### src/verilog/iosr_pkg.sv
// Purpose: Shared constants and carriers for the override status bank.
// Assumes: Holding addresses arrive as full 16-bit numbers (40000 = 9C40).
// Notes: Six channel groups; groups 0-3 are inputs, 4-5 are outputs.
`default_nettype none
package iosr_pkg;
	localparam logic [7:0] FUNC_READ_HOLDING = 8'h03;
	localparam logic [7:0] FUNC_WRITE_SINGLE = 8'h06;
	localparam logic [7:0] FUNC_WRITE_MULTIPLE = 8'h10;
	localparam logic [7:0] EXC_NONE = 8'h00;
	localparam logic [7:0] EXC_ILLEGAL_FUNCTION = 8'h01;
	localparam logic [7:0] EXC_ILLEGAL_ADDRESS = 8'h02;
	localparam logic [15:0] HOLDING_BASE = 16'h9C40;
	localparam logic [15:0] HOLDING_LAST = 16'hAB9F;
	localparam logic [15:0] BLOCK_LAST = 16'hA027;
	localparam logic [15:0] USED_COUNT = 16'h0013;
	localparam logic [15:0] OFS_ANALOG_IN_RANGE_FAULT = 16'h9C40;
	localparam logic [15:0] OFS_COUNT_IN_RANGE_FAULT = 16'h9C41;
	localparam logic [15:0] OFS_RATE_IN_RANGE_FAULT = 16'h9C42;
	localparam logic [15:0] OFS_ANALOG_IN_LOCAL_FORCE = 16'h9C43;
	localparam logic [15:0] OFS_SWITCH_IN_LOCAL_FORCE = 16'h9C44;
	localparam logic [15:0] OFS_COUNT_IN_LOCAL_FORCE = 16'h9C45;
	localparam logic [15:0] OFS_RATE_IN_LOCAL_FORCE = 16'h9C46;
	localparam logic [15:0] OFS_ANALOG_IN_REMOTE_FORCE_EN = 16'h9C47;
	localparam logic [15:0] OFS_SWITCH_IN_REMOTE_FORCE_EN = 16'h9C48;
	localparam logic [15:0] OFS_COUNT_IN_REMOTE_FORCE_EN = 16'h9C49;
	localparam logic [15:0] OFS_RATE_IN_REMOTE_FORCE_EN = 16'h9C4A;
	localparam logic [15:0] OFS_ANALOG_OUT_LOCAL_FORCE = 16'h9C4B;
	localparam logic [15:0] OFS_DIGITAL_OUT_LOCAL_FORCE = 16'h9C4C;
	localparam logic [15:0] OFS_ANALOG_OUT_ALARM_ACTIVE = 16'h9C4D;
	localparam logic [15:0] OFS_DIGITAL_OUT_ALARM_ACTIVE = 16'h9C4E;
	localparam logic [15:0] OFS_ANALOG_OUT_RECOPY_ACTIVE = 16'h9C4F;
	localparam logic [15:0] OFS_DIGITAL_OUT_RECOPY_ACTIVE = 16'h9C50;
	localparam logic [15:0] OFS_ANALOG_OUT_REMOTE_FORCE_EN = 16'h9C51;
	localparam logic [15:0] OFS_DIGITAL_OUT_REMOTE_FORCE_EN = 16'h9C52;
	localparam int GROUP_COUNT = 6;
	localparam int FIRST_OUT_GROUP = 4;
	localparam logic [5:0] IN_MASK = 6'h3F;
	localparam logic [5:0] OUT_MASK = 6'h0F;
	localparam logic [5:0] ENABLE_RESET = 6'h00;
	localparam logic [2:0] GROUP_ANALOG_IN = 3'h0;
	localparam logic [2:0] GROUP_SWITCH_IN = 3'h1;
	localparam logic [2:0] GROUP_COUNT_IN = 3'h2;
	localparam logic [2:0] GROUP_RATE_IN = 3'h3;
	localparam logic [2:0] GROUP_ANALOG_OUT = 3'h4;
	localparam logic [2:0] GROUP_DIGITAL_OUT = 3'h5;

	typedef struct packed {
		logic [7:0] func;
		logic [15:0] addr;
		logic [15:0] wdata;
	} iosr_req_t;

	typedef struct packed {
		logic [15:0] rdata;
		logic [7:0] exc;
	} iosr_rsp_t;

	typedef struct packed {
		logic [5:0] analog_in_range;
		logic [5:0] count_in_range;
		logic [5:0] rate_in_range;
		logic [5:0] analog_in_local;
		logic [5:0] switch_in_local;
		logic [5:0] count_in_local;
		logic [5:0] rate_in_local;
		logic [3:0] analog_out_local;
		logic [3:0] digital_out_local;
		logic [3:0] analog_out_alarm;
		logic [3:0] digital_out_alarm;
		logic [3:0] analog_out_recopy;
		logic [3:0] digital_out_recopy;
	} iosr_status_t;

	typedef struct packed {
		logic [2:0] group;
		logic [2:0] channel;
		logic value_ok;
	} iosr_force_t;
endpackage
`default_nettype wire
### src/verilog/iosr_bank.sv
// Purpose: Holding-register bank 40000-40999 with remote override arbitration.
// Assumes: Requests and status inputs are synchronous to clk.
// Notes: One answer per request, one cycle after it is taken.
`timescale 1ns/10ps
`default_nettype none
module iosr_bank (
	input wire logic clk,
	input wire logic reset,
	input wire logic req_valid,
	input wire iosr_pkg::iosr_req_t req,
	output logic rsp_valid,
	output iosr_pkg::iosr_rsp_t rsp,
	input wire iosr_pkg::iosr_status_t status,
	input wire logic force_valid,
	input wire iosr_pkg::iosr_force_t force_req,
	output logic [iosr_pkg::GROUP_COUNT-1:0][5:0] remote_force_active,
	output logic [iosr_pkg::GROUP_COUNT-1:0][5:0] override_select
);
	logic [iosr_pkg::GROUP_COUNT-1:0][5:0] enable;
	logic [iosr_pkg::GROUP_COUNT-1:0][5:0] next_enable;
	logic [iosr_pkg::GROUP_COUNT-1:0][5:0] block_vec;
	logic [iosr_pkg::GROUP_COUNT-1:0][5:0] next_active;
	logic [iosr_pkg::GROUP_COUNT-1:0][5:0] local_vec;
	iosr_pkg::iosr_status_t status_q;
	logic func_ok;
	logic addr_in_holding;
	logic addr_in_block;
	logic is_write;
	logic write_hit;
	logic [2:0] write_group;
	logic [15:0] read_word;

	// Returns the group whose enable word sits at addr, or 7 for none.
	function automatic logic [2:0] enable_group(input logic [15:0] addr);
		case (addr)
			iosr_pkg::OFS_ANALOG_IN_REMOTE_FORCE_EN: enable_group = iosr_pkg::GROUP_ANALOG_IN;
			iosr_pkg::OFS_SWITCH_IN_REMOTE_FORCE_EN: enable_group = iosr_pkg::GROUP_SWITCH_IN;
			iosr_pkg::OFS_COUNT_IN_REMOTE_FORCE_EN: enable_group = iosr_pkg::GROUP_COUNT_IN;
			iosr_pkg::OFS_RATE_IN_REMOTE_FORCE_EN: enable_group = iosr_pkg::GROUP_RATE_IN;
			iosr_pkg::OFS_ANALOG_OUT_REMOTE_FORCE_EN: enable_group = iosr_pkg::GROUP_ANALOG_OUT;
			iosr_pkg::OFS_DIGITAL_OUT_REMOTE_FORCE_EN: enable_group = iosr_pkg::GROUP_DIGITAL_OUT;
			default: enable_group = 3'h7;
		endcase
	endfunction

	// Channel width mask of a group.
	function automatic logic [5:0] group_mask(input int g);
		if (g < iosr_pkg::FIRST_OUT_GROUP) begin
			group_mask = iosr_pkg::IN_MASK;
		end else begin
			group_mask = iosr_pkg::OUT_MASK;
		end
	endfunction

	function automatic logic [15:0] in_word(input logic [5:0] v);
		in_word = {10'h000, v & iosr_pkg::IN_MASK};
	endfunction

	function automatic logic [15:0] out_word(input logic [3:0] v);
		out_word = {12'h000, v};
	endfunction

	assign func_ok = (req.func == iosr_pkg::FUNC_READ_HOLDING) ||
		(req.func == iosr_pkg::FUNC_WRITE_SINGLE) ||
		(req.func == iosr_pkg::FUNC_WRITE_MULTIPLE);
	assign addr_in_holding = (req.addr >= iosr_pkg::HOLDING_BASE) &&
		(req.addr <= iosr_pkg::HOLDING_LAST);
	assign addr_in_block = (req.addr >= iosr_pkg::HOLDING_BASE) &&
		(req.addr <= iosr_pkg::BLOCK_LAST);
	assign is_write = (req.func == iosr_pkg::FUNC_WRITE_SINGLE) ||
		(req.func == iosr_pkg::FUNC_WRITE_MULTIPLE);
	assign write_group = enable_group(req.addr);
	// Writes to read-only or unused words are accepted and dropped.
	assign write_hit = req_valid && is_write && (write_group != 3'h7);

	always_comb begin
		case (req.addr)
			iosr_pkg::OFS_ANALOG_IN_RANGE_FAULT: read_word = in_word(status_q.analog_in_range);
			iosr_pkg::OFS_COUNT_IN_RANGE_FAULT: read_word = in_word(status_q.count_in_range);
			iosr_pkg::OFS_RATE_IN_RANGE_FAULT: read_word = in_word(status_q.rate_in_range);
			iosr_pkg::OFS_ANALOG_IN_LOCAL_FORCE: read_word = in_word(status_q.analog_in_local);
			iosr_pkg::OFS_SWITCH_IN_LOCAL_FORCE: read_word = in_word(status_q.switch_in_local);
			iosr_pkg::OFS_COUNT_IN_LOCAL_FORCE: read_word = in_word(status_q.count_in_local);
			iosr_pkg::OFS_RATE_IN_LOCAL_FORCE: read_word = in_word(status_q.rate_in_local);
			iosr_pkg::OFS_ANALOG_IN_REMOTE_FORCE_EN: read_word = in_word(enable[0]);
			iosr_pkg::OFS_SWITCH_IN_REMOTE_FORCE_EN: read_word = in_word(enable[1]);
			iosr_pkg::OFS_COUNT_IN_REMOTE_FORCE_EN: read_word = in_word(enable[2]);
			iosr_pkg::OFS_RATE_IN_REMOTE_FORCE_EN: read_word = in_word(enable[3]);
			iosr_pkg::OFS_ANALOG_OUT_LOCAL_FORCE: read_word = out_word(status_q.analog_out_local);
			iosr_pkg::OFS_DIGITAL_OUT_LOCAL_FORCE: read_word = out_word(status_q.digital_out_local);
			iosr_pkg::OFS_ANALOG_OUT_ALARM_ACTIVE: read_word = out_word(status_q.analog_out_alarm);
			iosr_pkg::OFS_DIGITAL_OUT_ALARM_ACTIVE: read_word = out_word(status_q.digital_out_alarm);
			iosr_pkg::OFS_ANALOG_OUT_RECOPY_ACTIVE: read_word = out_word(status_q.analog_out_recopy);
			iosr_pkg::OFS_DIGITAL_OUT_RECOPY_ACTIVE: read_word = out_word(status_q.digital_out_recopy);
			iosr_pkg::OFS_ANALOG_OUT_REMOTE_FORCE_EN: read_word = out_word(enable[4][3:0]);
			iosr_pkg::OFS_DIGITAL_OUT_REMOTE_FORCE_EN: read_word = out_word(enable[5][3:0]);
			default: read_word = 16'h0000;
		endcase
	end

	always_ff @(posedge clk or posedge reset) begin
		if (reset) begin
			status_q <= '0;
		end else begin
			status_q <= status;
		end
	end

	always_ff @(posedge clk or posedge reset) begin
		if (reset) begin
			rsp_valid <= 1'b0;
			rsp <= '0;
		end else begin
			rsp_valid <= req_valid;
			if (req_valid) begin
				if (!func_ok) begin
					rsp.rdata <= 16'h0000;
					rsp.exc <= iosr_pkg::EXC_ILLEGAL_FUNCTION;
				end else if (!addr_in_holding || !addr_in_block) begin
					rsp.rdata <= 16'h0000;
					rsp.exc <= iosr_pkg::EXC_ILLEGAL_ADDRESS;
				end else if (is_write) begin
					rsp.rdata <= req.wdata;
					rsp.exc <= iosr_pkg::EXC_NONE;
				end else begin
					rsp.rdata <= read_word;
					rsp.exc <= iosr_pkg::EXC_NONE;
				end
			end
		end
	end

	assign local_vec[0] = status_q.analog_in_local;
	assign local_vec[1] = status_q.switch_in_local;
	assign local_vec[2] = status_q.count_in_local;
	assign local_vec[3] = status_q.rate_in_local;
	assign local_vec[4] = {2'b00, status_q.analog_out_local};
	assign local_vec[5] = {2'b00, status_q.digital_out_local};
	assign block_vec[0] = local_vec[0];
	assign block_vec[1] = local_vec[1];
	assign block_vec[2] = local_vec[2];
	assign block_vec[3] = local_vec[3];
	assign block_vec[4] = local_vec[4] |
		{2'b00, status_q.analog_out_alarm | status_q.analog_out_recopy};
	assign block_vec[5] = local_vec[5] |
		{2'b00, status_q.digital_out_alarm | status_q.digital_out_recopy};

	genvar g;
	generate
		for (g = 0; g < iosr_pkg::GROUP_COUNT; g = g + 1) begin : grp
			logic [5:0] evt;
			always_comb begin
				next_enable[g] = enable[g];
				if (write_hit && (write_group == 3'(g))) begin
					// Bit n governs channel n; zero clears the whole word.
					next_enable[g] = req.wdata[5:0] & group_mask(g);
				end
			end
			always_comb begin
				evt = 6'h00;
				if (force_valid && force_req.value_ok &&
					(force_req.group == 3'(g))) begin
					evt[force_req.channel] = 1'b1;
				end
			end
			// A new override, taken against the current enable, wins over
			// an enable clear in the same cycle; a block always wins.
			assign next_active[g] = ((remote_force_active[g] & next_enable[g]) |
				(evt & enable[g])) & ~block_vec[g] & group_mask(g);
			always_ff @(posedge clk or posedge reset) begin
				if (reset) begin
					enable[g] <= iosr_pkg::ENABLE_RESET;
				end else begin
					enable[g] <= next_enable[g];
				end
			end
			always_ff @(posedge clk or posedge reset) begin
				if (reset) begin
					remote_force_active[g] <= 6'h00;
				end else begin
					remote_force_active[g] <= next_active[g];
				end
			end
			always_ff @(posedge clk or posedge reset) begin
				if (reset) begin
					override_select[g] <= 6'h00;
				end else begin
					override_select[g] <= (next_active[g] | local_vec[g]) &
						group_mask(g);
				end
			end
		end
	endgenerate
endmodule // iosr_bank
`default_nettype wire

### config.mk
export PLATFORM = sky130hd
export DESIGN_NAME = iosr_bank
export DESIGN_NICKNAME = d
export VERILOG_FILES = /design/src/verilog/iosr_pkg.sv /design/src/verilog/iosr_bank.sv
export SDC_FILE = /design/constraint.sdc
export NUM_CORES = 1
export LEC_CHECK = 0
export ABC_AREA = 0
export BUFFER_PORTS_ARGS = -buffer_cell sky130_fd_sc_hd__buf_2
export CORE_ASPECT_RATIO = 0.8
export CORE_MARGIN = 5
export CORE_UTILIZATION = 50
export CTS_CLUSTER_DIAMETER = 60
export CTS_CLUSTER_SIZE = 12
export DETAILED_ROUTE_END_ITERATION = 8
export HOLD_SLACK_MARGIN = 0.06
export PLACE_DENSITY_LB_ADDON = 0.2
export REMOVE_ABC_BUFFERS = 1
export SYNTH_ARGS = -nofsm -noshare
export SYNTH_HDL_FRONTEND = slang
export SYNTH_SLANG_ARGS = --single-unit
### constraint.sdc
create_clock -name clk -period 15.6 [get_ports clk]
set_input_delay 2.34 -clock clk [delete_from_list [all_inputs] [get_ports clk]]
set_output_delay 2.34 -clock clk [all_outputs]
set_load 0.05 [all_outputs]
# Word-level counts from Yosys, hierarchy flattened
# Cells that the tools add are included.
# W data, S select, Z words.
classes:
  order_cmp: 5
  n_eq_ne: 33
  n_mux: 19
  n_bitwise: 40
  n_reduce_logical: 26
ops:
  columns: ["operator", "n"]
  rows:
  - ["$eq A16 B16 Y1 const B", 19]
  - ["$pmux W6 S19", 1]
  - ["$and A6 B6 Y6", 12]
  - ["$mux W24", 3]
  - ["$mux W6", 10]
  - ["$or A6 B6 Y6", 8]
  - ["$le A16 B16 Y1 const B", 2]
  - ["$or A4 B4 Y4", 8]
  - ["$and A4 B4 Y4", 6]
  - ["$not A6 Y6", 4]
  - ["$logic_and A1 B1 Y1", 18]
  - ["$pmux W3 S6", 1]
  - ["$ge A16 B16 Y1 const B", 1]
  - ["$eq A3 B2 Y1 const B", 4]
  - ["$eq A3 B3 Y1 const B", 4]
  - ["$eq A8 B2 Y1 const B", 1]
  - ["$eq A8 B3 Y1 const B", 1]
  - ["$eq A8 B5 Y1 const B", 1]
  - ["$mux W4", 2]
  - ["$not A4 Y4", 2]
  - ["$eq A3 B1 Y1 const B", 2]
  - ["$logic_not A3 Y1", 2]
  - ["$logic_or A1 B1 Y1", 4]
  - ["$lt A3 B4 Y1 const B", 1]
  - ["other kinds (5)", 6]
totals:
  regBits: 191
  input_bits: 117
  out_inout_bits: 97

# Depth between registers and ports, before layout
depth:
  word_depth: 10
  mapped_depth: 9
  ltp_nobuf: 6

# Least setup slack after synthesis
# No wires, ideal clock.
synth_path:
  path_type: "input to register"
  start: "input port req[35] (netlist bit)"
  end: "register override_select[32] (netlist bit)"
  setup_time_ns: 0.127
  arrival_ns: 4.614
  required_ns: 15.473
  slack_ns: 10.859
  path_stages: 7
  path_buffers: 1
  path_cell_list: "or4_1 > a2111o_1 > buf_2 > nor3_1 > mux2_2 > a31o_2 > or2_2"
synth_lines:
  columns: ["item", "line_no", "rtl"]
  rows:
  - ["start, declared", "iosr_bank.sv:10", "input wire iosr_pkg::iosr_req_t req,"]
  - ["end signal, assigned by index", "iosr_bank.sv:188", "override_select[g] <= (next_active[g] | local_vec[g]) &"]
  - ["end, declared", "iosr_bank.sv:17", "output logic [iosr_pkg::GROUP_COUNT-1:0][5:0] override_select"]

==> results.ini <==
[sta]
setup_viol = 0
clock.fmax_ghz = 0.187
final.setup_skew_ps = 7.58
finalHoldViolations = 0
slew_violations = 0
period_needed_ps = 5350
setup-tns-final_ps = 0
finalCritPeriodShare_pct = 34.3
worst_pin_slew_ps = 1300
grt_setup_unrepaired = no
slew_headroom_pct = 13.1

[detailed_routing]
drt_pre_antenna_iters = 6
vias = 6576
final_antenna_net_count = 0
drt_iter0_drc = 741
viasPerCell = 6.15
drc_errors = 0
routed_wl_mm = 26.0
wl_per_cell_um = 24.3

[logic_synthesis]
yosysWarnings = 0
syn-cell-area_sq_mm = 0.00765
synth.top_cells.by_area = dfrtp_1, nand2_1, mux2_2
synth_ff_type = dfrtp_1
yosysTopAreaCellShare_pct = 59.2
syn_inst = 670
async_flop_share_pct = 100
ys_seq_area_share_pct = 59.2
synth.avg_cell_area_sq_um = 11.4
synth_cell_type_count = 65
synth_edf_count = 0
synth_top_area_cell = dfrtp_1
synth-seq-cells = 181

[worst_setup_path]
cp-end-kind = register
critPathMaxFanout = 26
cp_cell_sequence = buf_2 -> buf_4 -> nor2b_1 -> a21boi_0 -> a2111oi_4 -> mux2_2 -> a32oi_1 -> nand2b_1
rr_worst_depth = 5
critPathSlowestCell = nor2b_1
crit_path_start_kind = input port
worst-r2r-setup-slack_ps = 13230
max_stage_delay_ps = 970
r2r-end = rsp[8]
r2r-start = enable[18]
timing.critical_path.from = req[19]
crit_required_ps = 15910
worstPathArrival_ps = 5660
endpoint = override_select[11]
critPathKind = input port to register

[die]
dieWidth_um = 148
core_area_sq_mm = 0.0150
rows = 40
initial_utilization_pct = 51.0
die_y_um = 121
dieArea_sq_mm = 0.0179
num_io_pins = 214

[global_route]
grt_max_degree = 106
gr-total-overflow = 0
grt_pass1_wl_mm = 39.1
grt_pass1_vias = 6747
antenna_found_initial = 0
grt_usage_pct = 29.1

[layout]
nets = 984
fillCellCount = 1258
drive_gt1_share_pct = 31.2
area_delta_synth_final_pct = 22.2

[pwr]
p_per_area_mw_per_mm2 = 106
p_leak_nw = 4.47
total_power_mw = 0.991
peakVddDrop_mv = 0.0766

[clock_network]
cts_tree = done
cts-root-buf = clkbuf_16
clock_latency_ps = 430
cts_htree_levels = 4
cts_buffers = 17
post_cts_resized = 0
post_cts_buffers = 0
cts_hold_buffers = 0
clock_sinks = 181
path_clk_slew_ps = 70
clock_path_buffers = 2

[min_path]
hold_path.class = register to register
holdPathStages = 1

[placed_design]
dp_hpwl_mm = 19.1
gp_congestion = 0.964
port_buffers = 199

[flow_run]
maxCapViolCount = 0

[outcome]
status = complete, no violations

flip-flops by register name, indices dropped and copies added (netlist names):
| signal | count |
|---|---|
| rsp | 18 |
| enable | 32 |
| status_q | 34 |
| local_vec | 8 |
| override_select | 32 |
| rsp_valid | 1 |
| remote_force_active | 32 |
| block_vec | 24 |
critical path: cells and delay by family:
kind | cells | cell delay, ps
AND/OR/NAND/NOR | 2 | 1060
buffers and inverters | 2 | 430
multiplexers | 1 | 430
AO/OA/AOI/OAI | 3 | 1390
stage by stage:
step	util [%]	hold slack [ps]	setup slack, ps	cell area, sq um	std cells
final	62.3	453	10250	9350	1069
after detailed placement	58.6	446	9830	8790	1037
after global routing	62.3	475	10150	9350	1068
after floorplan	-	408	8340	7490	643
after CTS	62.3	453	10270	9350	1068
after global placement	58.6	436	10120	8790	1037
layout make-up:
| cell class | count | area (sq um) | share of cell area, % |
|---|---|---|---|
| sequential | 181 | 4530 | 48.4 |
| multi-input combinational | 447 | 2920 | 31.3 |
| antenna | 1 | 2.50 | 0.0268 |
| timing repair buffer | 205 | 1040 | 11.1 |
| tap | 189 | 236 | 2.53 |
| clock buffer | 21 | 460 | 4.92 |
| clock inverter | 10 | 98.8 | 1.06 |
| inverter | 15 | 61.3 | 0.655 |
Yosys cell counts (all sizes together), types with 3 or more instances:
cell and count:
a32oi 11, nor4b 4, a221oi 3, a22oi 13
a22o 25, nand2b 16, a31oi 7, mux4 3
nor4 12, o22ai 3, a21boi 3, nor2b 4
nand2 62, clkbuf 18, a2111oi 3, a211oi 3
a21oi 21, or4b 3, and3b 3, mux2i 16
nand4 7, and3 5, or4 6, dfrtp 181
nand3 37, nor2 32, buf 22, or3 10
nand4b 3, o21ai 17, nor3 28, mux2 20
nor3b 6, o211ai 6, nand3b 9, or2 4
inv 14, a31o 4
worst min path at each step:
stage	start	endpoint	slack, ps
2_1_floorplan	block_vec[14]	remote_force_active[14]	410
3_3_place_gp	block_vec[18]	remote_force_active[18]	440
3_5_place_dp	block_vec[21]	remote_force_active[21]	450
4_1_cts	block_vec[11]	remote_force_active[11]	450
5_1_grt	block_vec[22]	remote_force_active[22]	470
6_report	block_vec[21]	remote_force_active[21]	450
placed cells by master, fill, tap and decap left out, types with 4 or more instances in the layout:
cell,n
nor4_1,11
a32oi_1,11
a22o_1,25
nor4b_1,4
a22oi_1,13
a31oi_1,7
nand3b_1,9
nor2_1,32
a31o_2,4
nand2_1,62
nand4_1,7
nand2b_1,16
nor2b_1,4
mux2i_1,16
buf_4,6
or3_1,10
dfrtp_1,181
or4_1,5
clkbuf_16,17
a21oi_1,21
buf_2,199
o21ai_0,17
clkinvlp_4,5
nand3_1,37
inv_1,13
conb_1,14
and3_1,5
o211ai_1,6
mux2_2,20
nor3_1,27
nor3b_1,5
or2_2,4
power by group:
part	switching (mW)	total, mW	internal, mW
logic	0.0662	0.0912	0.0250
clock network	0.181	0.409	0.228
registers	0.00874	0.491	0.482
kinds of logic after synthesis:
family,Yosys count,synth area share [%]
other,1,0.0490
multiplexers,39,5.92
XOR/XNOR,1,0.114
buffers and inverters,55,3.47
AND/OR/NAND/NOR,258,18.1
AO/OA/AOI/OAI,135,13.2
flip-flops,181,59.2
routing by layer:
layer / track usage [%] / share of wire [%]
met1: 41.1 / 44
met2: 44.1 / 45
met5: 0 / 0
met3: 7.91 / 9.3
met4: 9.35 / 2.1
Power figures use the tool's default switching activity.
